--- config.mk ---
export PLATFORM = sky130hd
export DESIGN_NAME = caf_filter
export DESIGN_NICKNAME = d
export VERILOG_FILES = /design/src/caf_pkg.sv /design/src/caf_filter.sv /design/src/caf_match.sv
export VERILOG_INCLUDE_DIRS = /design/src /design/src/src
export SDC_FILE = /design/constraint.sdc
export NUM_CORES = 1
export LEC_CHECK = 0
export BUFFER_PORTS_ARGS = -buffer_cell sky130_fd_sc_hd__buf_2
export CAP_MARGIN = 40
export CORE_ASPECT_RATIO = 2
export CORE_MARGIN = 2
export CORE_UTILIZATION = 55
export DETAILED_ROUTE_END_ITERATION = 8
export PLACE_DENSITY = 0.83
export SETUP_SLACK_MARGIN = 0.2
export SLEW_MARGIN = 20
export SYNTH_ARGS = -nofsm -noshare
export SYNTH_HDL_FRONTEND = slang
export SYNTH_HIERARCHICAL = 1
export SYNTH_SLANG_ARGS = --single-unit
--- constraint.sdc ---
create_clock -name hclk -period 5.8 [get_ports hclk]
set_input_delay 0.58 -clock hclk [delete_from_list [all_inputs] [get_ports hclk]]
set_output_delay 0.58 -clock hclk [all_outputs]
set_load 0.1 [all_outputs]
--- src/caf_map.svh ---
/*
  register offsets, field positions and reset values of the acceptance filter.
  assumes inclusion by bare name from the block's source files.
*/
`ifndef CAF_MAP_SVH
`define CAF_MAP_SVH

// ****************************************
// register map
// ****************************************
`define CAF_FILT_OFFS 8'h00
`define CAF_CTRL_OFFS 8'h04
`define CAF_MSG_ID_OFFS 8'h08
`define CAF_STAT_OFFS 8'h0C

// ****************************************
// filter register fields
// ****************************************
`define CAF_STD_HI 15
`define CAF_STD_LO 5
`define CAF_FMT_BIT 3
`define CAF_EXT_HI 1
`define CAF_EXT_LO 0
`define CAF_FILT_WMASK 16'hFFEB
`define CAF_FILT_RESET 16'h0000

// ****************************************
// received identifier register fields
// ****************************************
`define CAF_MSG_STD_HI 28
`define CAF_MSG_STD_LO 18
`define CAF_MSG_EXT_HI 17
`define CAF_MSG_EXT_LO 16
`define CAF_MSG_XTD_BIT 31

`endif

--- src/caf_pkg.sv ---
/*
  types shared by the acceptance filter block.
  assumes nothing of its surroundings.
*/
`default_nettype none
package caf_pkg;
  typedef logic [15:0] caf_filt_t;
  typedef logic [10:0] caf_std_t;
  typedef logic [1:0] caf_ext_t;
  typedef enum logic [1:0] {
    CAF_IDLE = 2'b01,
    CAF_DATA = 2'b10
  } caf_phase_e;
endpackage : caf_pkg
`default_nettype wire

--- src/caf_filter.sv ---
/*
  acceptance filter identifier register with its match logic, an AHB-Lite slave.
  assumes a single AHB-Lite master, word transfers, hclk at 100 MHz.
*/
// Decided for this implementation: the address map and the AHB-Lite interface to the registers.
//
// Summary of operation
// - standard pattern held in bits 15..5
// - pattern zero requires received bit zero
// - bits 4 and 2 read zero
// - mask enable, select one: extended only
// - mask enable, select zero: standard only
// - mask enable off: format ignored
// - extended pattern 17..16 in bits 1..0
`timescale 1ns/1ns
`default_nettype none
`include "caf_map.svh"
module caf_filter (
  input wire logic hclk,
  input wire logic hresetn,
  input wire logic hsel,
  input wire logic [31:0] haddr,
  input wire logic [1:0] htrans,
  input wire logic hwrite,
  input wire logic [2:0] hsize,
  input wire logic [31:0] hwdata,
  input wire logic hready,
  output logic [31:0] hrdata,
  output logic hreadyout,
  output logic hresp,
  output logic filter_hit
);
  import caf_pkg::*;

  // ****************************************
  // bus phase tracking
  // ****************************************
  caf_phase_e phase_r, phase_nxt;
  logic [7:0] addr_r, addr_nxt;
  logic wr_r, wr_nxt;
  logic take;

  assign take = hsel && hready && htrans[1];

  always_comb begin
    phase_nxt = phase_r;
    addr_nxt = addr_r;
    wr_nxt = wr_r;
    if (hready) begin
      phase_nxt = take ? CAF_DATA : CAF_IDLE;
      if (take) begin
        addr_nxt = haddr[7:0];
        wr_nxt = hwrite;
      end
    end
  end

  always_ff @(posedge hclk or negedge hresetn) begin
    if (!hresetn) begin
      phase_r <= CAF_IDLE;
      addr_r <= 8'h00;
      wr_r <= 1'b0;
    end else begin
      phase_r <= phase_nxt;
      addr_r <= addr_nxt;
      wr_r <= wr_nxt;
    end
  end

  // zero wait states; every response is OKAY, unmapped reads give zero
  assign hreadyout = 1'b1;
  assign hresp = 1'b0;

  // ****************************************
  // registers
  // ****************************************
  caf_filt_t filt_r, filt_nxt;
  logic mask_en_r, mask_en_nxt;
  logic [31:0] msg_r, msg_nxt;
  logic hit_r, hit_nxt;
  logic [31:0] rdata_nxt;
  logic [31:0] rdata_r;
  logic wr_now;
  logic hit_c;

  assign wr_now = (phase_r == CAF_DATA) && wr_r;

  always_comb begin
    filt_nxt = filt_r;
    mask_en_nxt = mask_en_r;
    msg_nxt = msg_r;
    if (wr_now) begin
      unique case (addr_r)
        `CAF_FILT_OFFS: filt_nxt = hwdata[15:0] & `CAF_FILT_WMASK;
        `CAF_CTRL_OFFS: mask_en_nxt = hwdata[0];
        `CAF_MSG_ID_OFFS: msg_nxt = hwdata;
        default: ;
      endcase
    end
    hit_nxt = hit_c;
  end

  always_comb begin
    rdata_nxt = 32'h0000_0000;
    if (take && !hwrite) begin
      unique case (haddr[7:0])
        `CAF_FILT_OFFS: rdata_nxt = {16'h0000, filt_nxt};
        `CAF_CTRL_OFFS: rdata_nxt = {31'h0000_0000, mask_en_nxt};
        `CAF_MSG_ID_OFFS: rdata_nxt = msg_nxt;
        `CAF_STAT_OFFS: rdata_nxt = {31'h0000_0000, hit_c};
        default: rdata_nxt = 32'h0000_0000;
      endcase
    end
  end

  always_ff @(posedge hclk or negedge hresetn) begin
    if (!hresetn) begin
      filt_r <= `CAF_FILT_RESET;
      mask_en_r <= 1'b0;
      msg_r <= 32'h0000_0000;
      hit_r <= 1'b0;
      rdata_r <= 32'h0000_0000;
    end else begin
      filt_r <= filt_nxt;
      mask_en_r <= mask_en_nxt;
      msg_r <= msg_nxt;
      hit_r <= hit_nxt;
      rdata_r <= rdata_nxt;
    end
  end

  assign hrdata = rdata_r;
  assign filter_hit = hit_r;

  // ****************************************
  // comparator
  // ****************************************
  caf_match u_match (
    .std_id_pattern(filt_r[`CAF_STD_HI:`CAF_STD_LO]),
    .ext_id_pattern(filt_r[`CAF_EXT_HI:`CAF_EXT_LO]),
    .id_format_select(filt_r[`CAF_FMT_BIT]),
    .id_format_mask_enable(mask_en_r),
    .msg_std_id(msg_r[`CAF_MSG_STD_HI:`CAF_MSG_STD_LO]),
    .msg_ext_id(msg_r[`CAF_MSG_EXT_HI:`CAF_MSG_EXT_LO]),
    .msg_is_ext(msg_r[`CAF_MSG_XTD_BIT]),
    .hit(hit_c)
  );

  // ****************************************
  // checks
  // ****************************************
  property p_std_mismatch;
    @(posedge hclk) disable iff (!hresetn)
    (filt_r[15:5] != msg_r[28:18]) |=> !filter_hit;
  endproperty
  a_std_mismatch: assert property (p_std_mismatch)
    else $error("standard id mismatch yet hit");

  property p_std_zero;
    @(posedge hclk) disable iff (!hresetn)
    (filt_r[15:5] == 11'h000 && msg_r[28:18] != 11'h000) |=> !filter_hit;
  endproperty
  a_std_zero: assert property (p_std_zero)
    else $error("zero pattern matched nonzero id");

  property p_unimpl;
    @(posedge hclk) disable iff (!hresetn)
    (filt_r[4] == 1'b0) && (filt_r[2] == 1'b0);
  endproperty
  a_unimpl: assert property (p_unimpl)
    else $error("unimplemented filter bit set");

  property p_ext_only;
    @(posedge hclk) disable iff (!hresetn)
    (mask_en_r && filt_r[3] && !msg_r[31]) |=> !filter_hit;
  endproperty
  a_ext_only: assert property (p_ext_only)
    else $error("standard frame passed extended-only filter");

  property p_std_only;
    @(posedge hclk) disable iff (!hresetn)
    (mask_en_r && !filt_r[3] && msg_r[31]) |=> !filter_hit;
  endproperty
  a_std_only: assert property (p_std_only)
    else $error("extended frame passed standard-only filter");

  property p_fmt_ignored;
    @(posedge hclk) disable iff (!hresetn)
    (!mask_en_r && filt_r[15:5] == msg_r[28:18] && filt_r[1:0] == msg_r[17:16])
      |=> filter_hit;
  endproperty
  a_fmt_ignored: assert property (p_fmt_ignored)
    else $error("format blocked match with mask enable off");

  property p_ext_mismatch;
    @(posedge hclk) disable iff (!hresetn)
    (filt_r[1:0] != msg_r[17:16]) |=> !filter_hit;
  endproperty
  a_ext_mismatch: assert property (p_ext_mismatch)
    else $error("extended bit mismatch yet hit");

  property p_ext_zero;
    @(posedge hclk) disable iff (!hresetn)
    (filt_r[1:0] == 2'b00 && msg_r[17:16] != 2'b00) |=> !filter_hit;
  endproperty
  a_ext_zero: assert property (p_ext_zero)
    else $error("zero extended pattern matched nonzero");
endmodule : caf_filter
`default_nettype wire

--- src/caf_match.sv ---
/*
  combinational identifier comparator of one acceptance filter.
  assumes the filter pattern and received identifier are steady on hclk.
*/
`timescale 1ns/1ns
`default_nettype none
module caf_match (
  input wire caf_pkg::caf_std_t std_id_pattern,
  input wire caf_pkg::caf_ext_t ext_id_pattern,
  input wire logic id_format_select,
  input wire logic id_format_mask_enable,
  input wire caf_pkg::caf_std_t msg_std_id,
  input wire caf_pkg::caf_ext_t msg_ext_id,
  input wire logic msg_is_ext,
  output logic hit
);
  import caf_pkg::*;
  logic [12:0] bit_eq;
  logic fmt_ok;

  // ****************************************
  // per-bit compare
  // ****************************************
  genvar gi;
  generate
    for (gi = 0; gi < 13; gi = gi + 1) begin : g_eq
      if (gi < 11) begin : g_std
        assign bit_eq[gi] = (std_id_pattern[gi] == msg_std_id[gi]);
      end else begin : g_ext
        assign bit_eq[gi] = (ext_id_pattern[gi-11] == msg_ext_id[gi-11]);
      end
    end
  endgenerate

  always_comb begin
    fmt_ok = !id_format_mask_enable || (id_format_select == msg_is_ext);
    hit = fmt_ok && (&bit_eq);
  end
endmodule : caf_match
`default_nettype wire

==> impl_metrics.json <==
{
  "cpPeakStageDelay_ns": 0.68,
  "core-area_mm2": 0.006833,
  "hold_buffers": 0,
  "path_class": "flip-flop to flip-flop",
  "finalPower_mw": 1.344,
  "num-nets-final": 451,
  "fin_util_pct": 67.08,
  "insertion_delay_ns": 0.34,
  "synth.avg_cell_area_um2": 12.81,
  "fmax_ghz": 0.4316,
  "synth.distinct_cells": 32,
  "track_usage_pct": 21.82,
  "setup_viol": 0,
  "cts-buffers-inserted": 9,
  "p_per_area_mw_per_mm2": 293.3,
  "hold_path_class": "input port to async pin",
  "fin_crit_sh_pct": 39.95,
  "vias": 2477,
  "regArea_mm2": 0.002328,
  "layout_commonest_cell": "dfrtp_1",
  "htreeDepth": 3,
  "cts_tree": "built",
  "wl_um": 7670,
  "final_hold_viol_count": 0,
  "clkPwrFrac_pct": 42.4,
  "die_y_um": 121.8,
  "dieArea_mm2": 0.007661,
  "synthCells": 298,
  "final_layout_size_suffix_gt1_share_pct": 33.51,
  "ys_seq_area_share_pct": 61.02,
  "fin_crit_ns": 2.317,
  "max-cap-violations": 0,
  "antenna_found_initial": 0,
  "die_w_um": 62.90,
  "cp.arrival_ns": 2.54,
  "port_buffers": 78,
  "fin_area_mm2": 0.004583,
  "multi_input_area_mm2": 0.001261,
  "ant_nets": 0,
  "synth_fp_nets": 372,
  "synth-seq-cells": 93,
  "status": "completed",
  "postCtsSetupBuffers": 0,
  "nFillCells": 529,
  "mostFrequentLayoutCells": "92 x dfrtp_1, 77 x buf_2, 35 x inv_1, 28 x mux2i_1, 24 x mux2_2",
  "worst_pin_slew_ns": 0.6475,
  "num_rows": 43,
  "pwr-share-seq_pct": 51.3,
  "grt_max_degree": 50,
  "synth_area_mm2": 0.003816,
  "gp_congestion": 0.7945,
  "grt_overflow_total": 0,
  "p_int_mw": 1.054,
  "setup-tns-final_ns": 0,
  "postCtsResizedCells": 0,
  "rsz0062_at_grt": "false",
  "switchingPower_uw": 289.9,
  "p_leak_nw": 2.507,
  "path_clk_slew_ns": 0.06,
  "viasPerCell": 5.248,
  "startpoint_type": "flip-flop",
  "clock-root-buffer": "clkbuf_16",
  "cts.path.max_buffers": 2,
  "switching_share_pct": 21.57,
  "cp-end-kind": "flip-flop",
  "initial_core_util_pct": 55.85,
  "grt_first_pass_wirelength_um": 12610,
  "pin_count": 109,
  "grt_pass1_vias": 2601,
  "wl_per_cell_um": 16.25,
  "clock_sinks": 93,
  "timing.slew.headroom_pct": 56.84,
  "critPathBufInv": 1,
  "dp_hpwl_um": 5344,
  "drv_slew": 0,
  "cp_max_fo": 19,
  "drtPass1Iterations": 4,
  "diodes": 0,
  "required_ns": 6.03,
  "finalClockSkew_ns": 0.005044,
  "path_delay_family": "simple AND/OR/NAND/NOR gates",
  "drc_errors": 0,
  "ys_warn_count": 6,
  "comb_power_share_pct": 6.3,
  "crit_chain": "nor3_1, and4_2, buf_16, mux2i_1, o22ai_1, and2_1",
  "post_dp_cell_area_mm2": 0.004289,
  "ir_drop_mv": 0.2509,
  "drt_iter0_drc": 148,
  "syn2layout_area_growth_pct": 20.10,
  "slowest_stage": "and4_2"
}
[flip-flops by register name, indices dropped and copies added (netlist names)]
name and cells:
addr_r 8, filt_r 16, filter_hit 1, hrdata 32
mask_en_r 1, msg_r 32, phase_r 2, wr_r 1
[per-layer routing]
layer  track usage, %  vias up  wire, um
met3            4.801       12       359
met5                0        -         0
met4            9.583        0       136
met2            37.57       72      4193
li1                 -     1146         -
met1            26.08     1247      2981
[worst paths after layout]
path / from / endpoint / slack, ns / cells past startpoint
max in group asynchronous: hresetn / msg_r[29] / 4.89 / 2
min in group hclk: filt_r[2] / filt_r[2] / 0.46 / 2
max: addr_r[5] / hrdata[9] / 3.48 / 6
max reg2reg: addr_r[5] / hrdata[9] / 3.48 / 6
min reg2reg: filt_r[2] / filt_r[2] / 0.46 / 2
min: hresetn / addr_r[6] / 0.26 / 1
[worst reg2reg max path, cell delays in order, from the launching register on]
cell	delay, ns
dfrtp_1	0.38
nor3_1	0.37
and4_2	0.68
buf_16	0.24
mux2i_1	0.26
o22ai_1	0.10
and2_1	0.18
[Yosys cell counts]
cell	count	area share (%)
nor2b_1	19	3.1
nand4b_2	1	0.39
conb_1	2	0.20
nor4_2	2	0.66
or3_1	1	0.16
xor2_1	3	0.69
o41a_1	1	0.30
buf_2	4	0.52
nand4_1	4	0.66
buf_6	3	0.89
xnor2_1	11	2.5
dfrtp_1	92	60
nor2_1	4	0.39
a211o_1	1	0.23
nand3_1	2	0.26
o21ai_0	6	0.79
mux2_2	24	7.1
nor4b_4	1	0.62
nor3b_1	1	0.20
and4_2	1	0.26
and2_1	15	2.5
clkbuf_1	3	0.30
or3_4	1	0.30
mux2i_1	28	7.3
inv_1	35	3.4
nand2_1	6	0.59
o21a_1	3	0.59
o22ai_1	15	2.5
dfstp_2	1	0.69
nor3_1	3	0.39
mux2_4	1	0.39
buf_4	4	0.79
[through the flow]
stage,setup slack (ns),hold WS (ns),cells
floorplan,3.881,0.2844,298
global placement,3.371,0.4381,454
detailed placement,3.285,0.4488,456
CTS,3.472,0.2801,472
global route,3.293,0.3049,472
finish,3.483,0.2588,472
[power by group through the flow]
| stage | clock network (mW) | logic, mW | registers, mW |
|---|---|---|---|
| after floorplan | 0 | 0.0453 | 0.697 |
| after global placement | 0 | 0.0772 | 0.700 |
| after detailed placement | 0 | 0.0843 | 0.701 |
| after CTS | 0.579 | 0.0861 | 0.690 |
| after global routing | 0.604 | 0.0942 | 0.692 |
| final | 0.570 | 0.0849 | 0.690 |
[cell type report]
class                   count  share of cell area [%]
multi-input cells         156                   27.52
well taps                  90                   2.457
inverters                  35                   2.867
clock inverters             4                   1.037
flip-flops and latches     93                   50.81
repair buffers             82                   9.937
clock buffers              12                   5.378
[cell families (layout without fill, tap and decap cells)]
logic type | Yosys count | count (layout) | synth area share (%)
other | 2 | 2 | 0.1968
DFF | 93 | 93 | 61.02
and+or+nand+nor | 61 | 61 | 10.46
xor gates and xnor gates | 14 | 14 | 3.213
AOI/OAI and AO/OA | 26 | 26 | 4.361
muxes | 53 | 53 | 14.82
buffers and inverters | 49 | 133 | 5.934
Power figures use the tool's default switching activity.
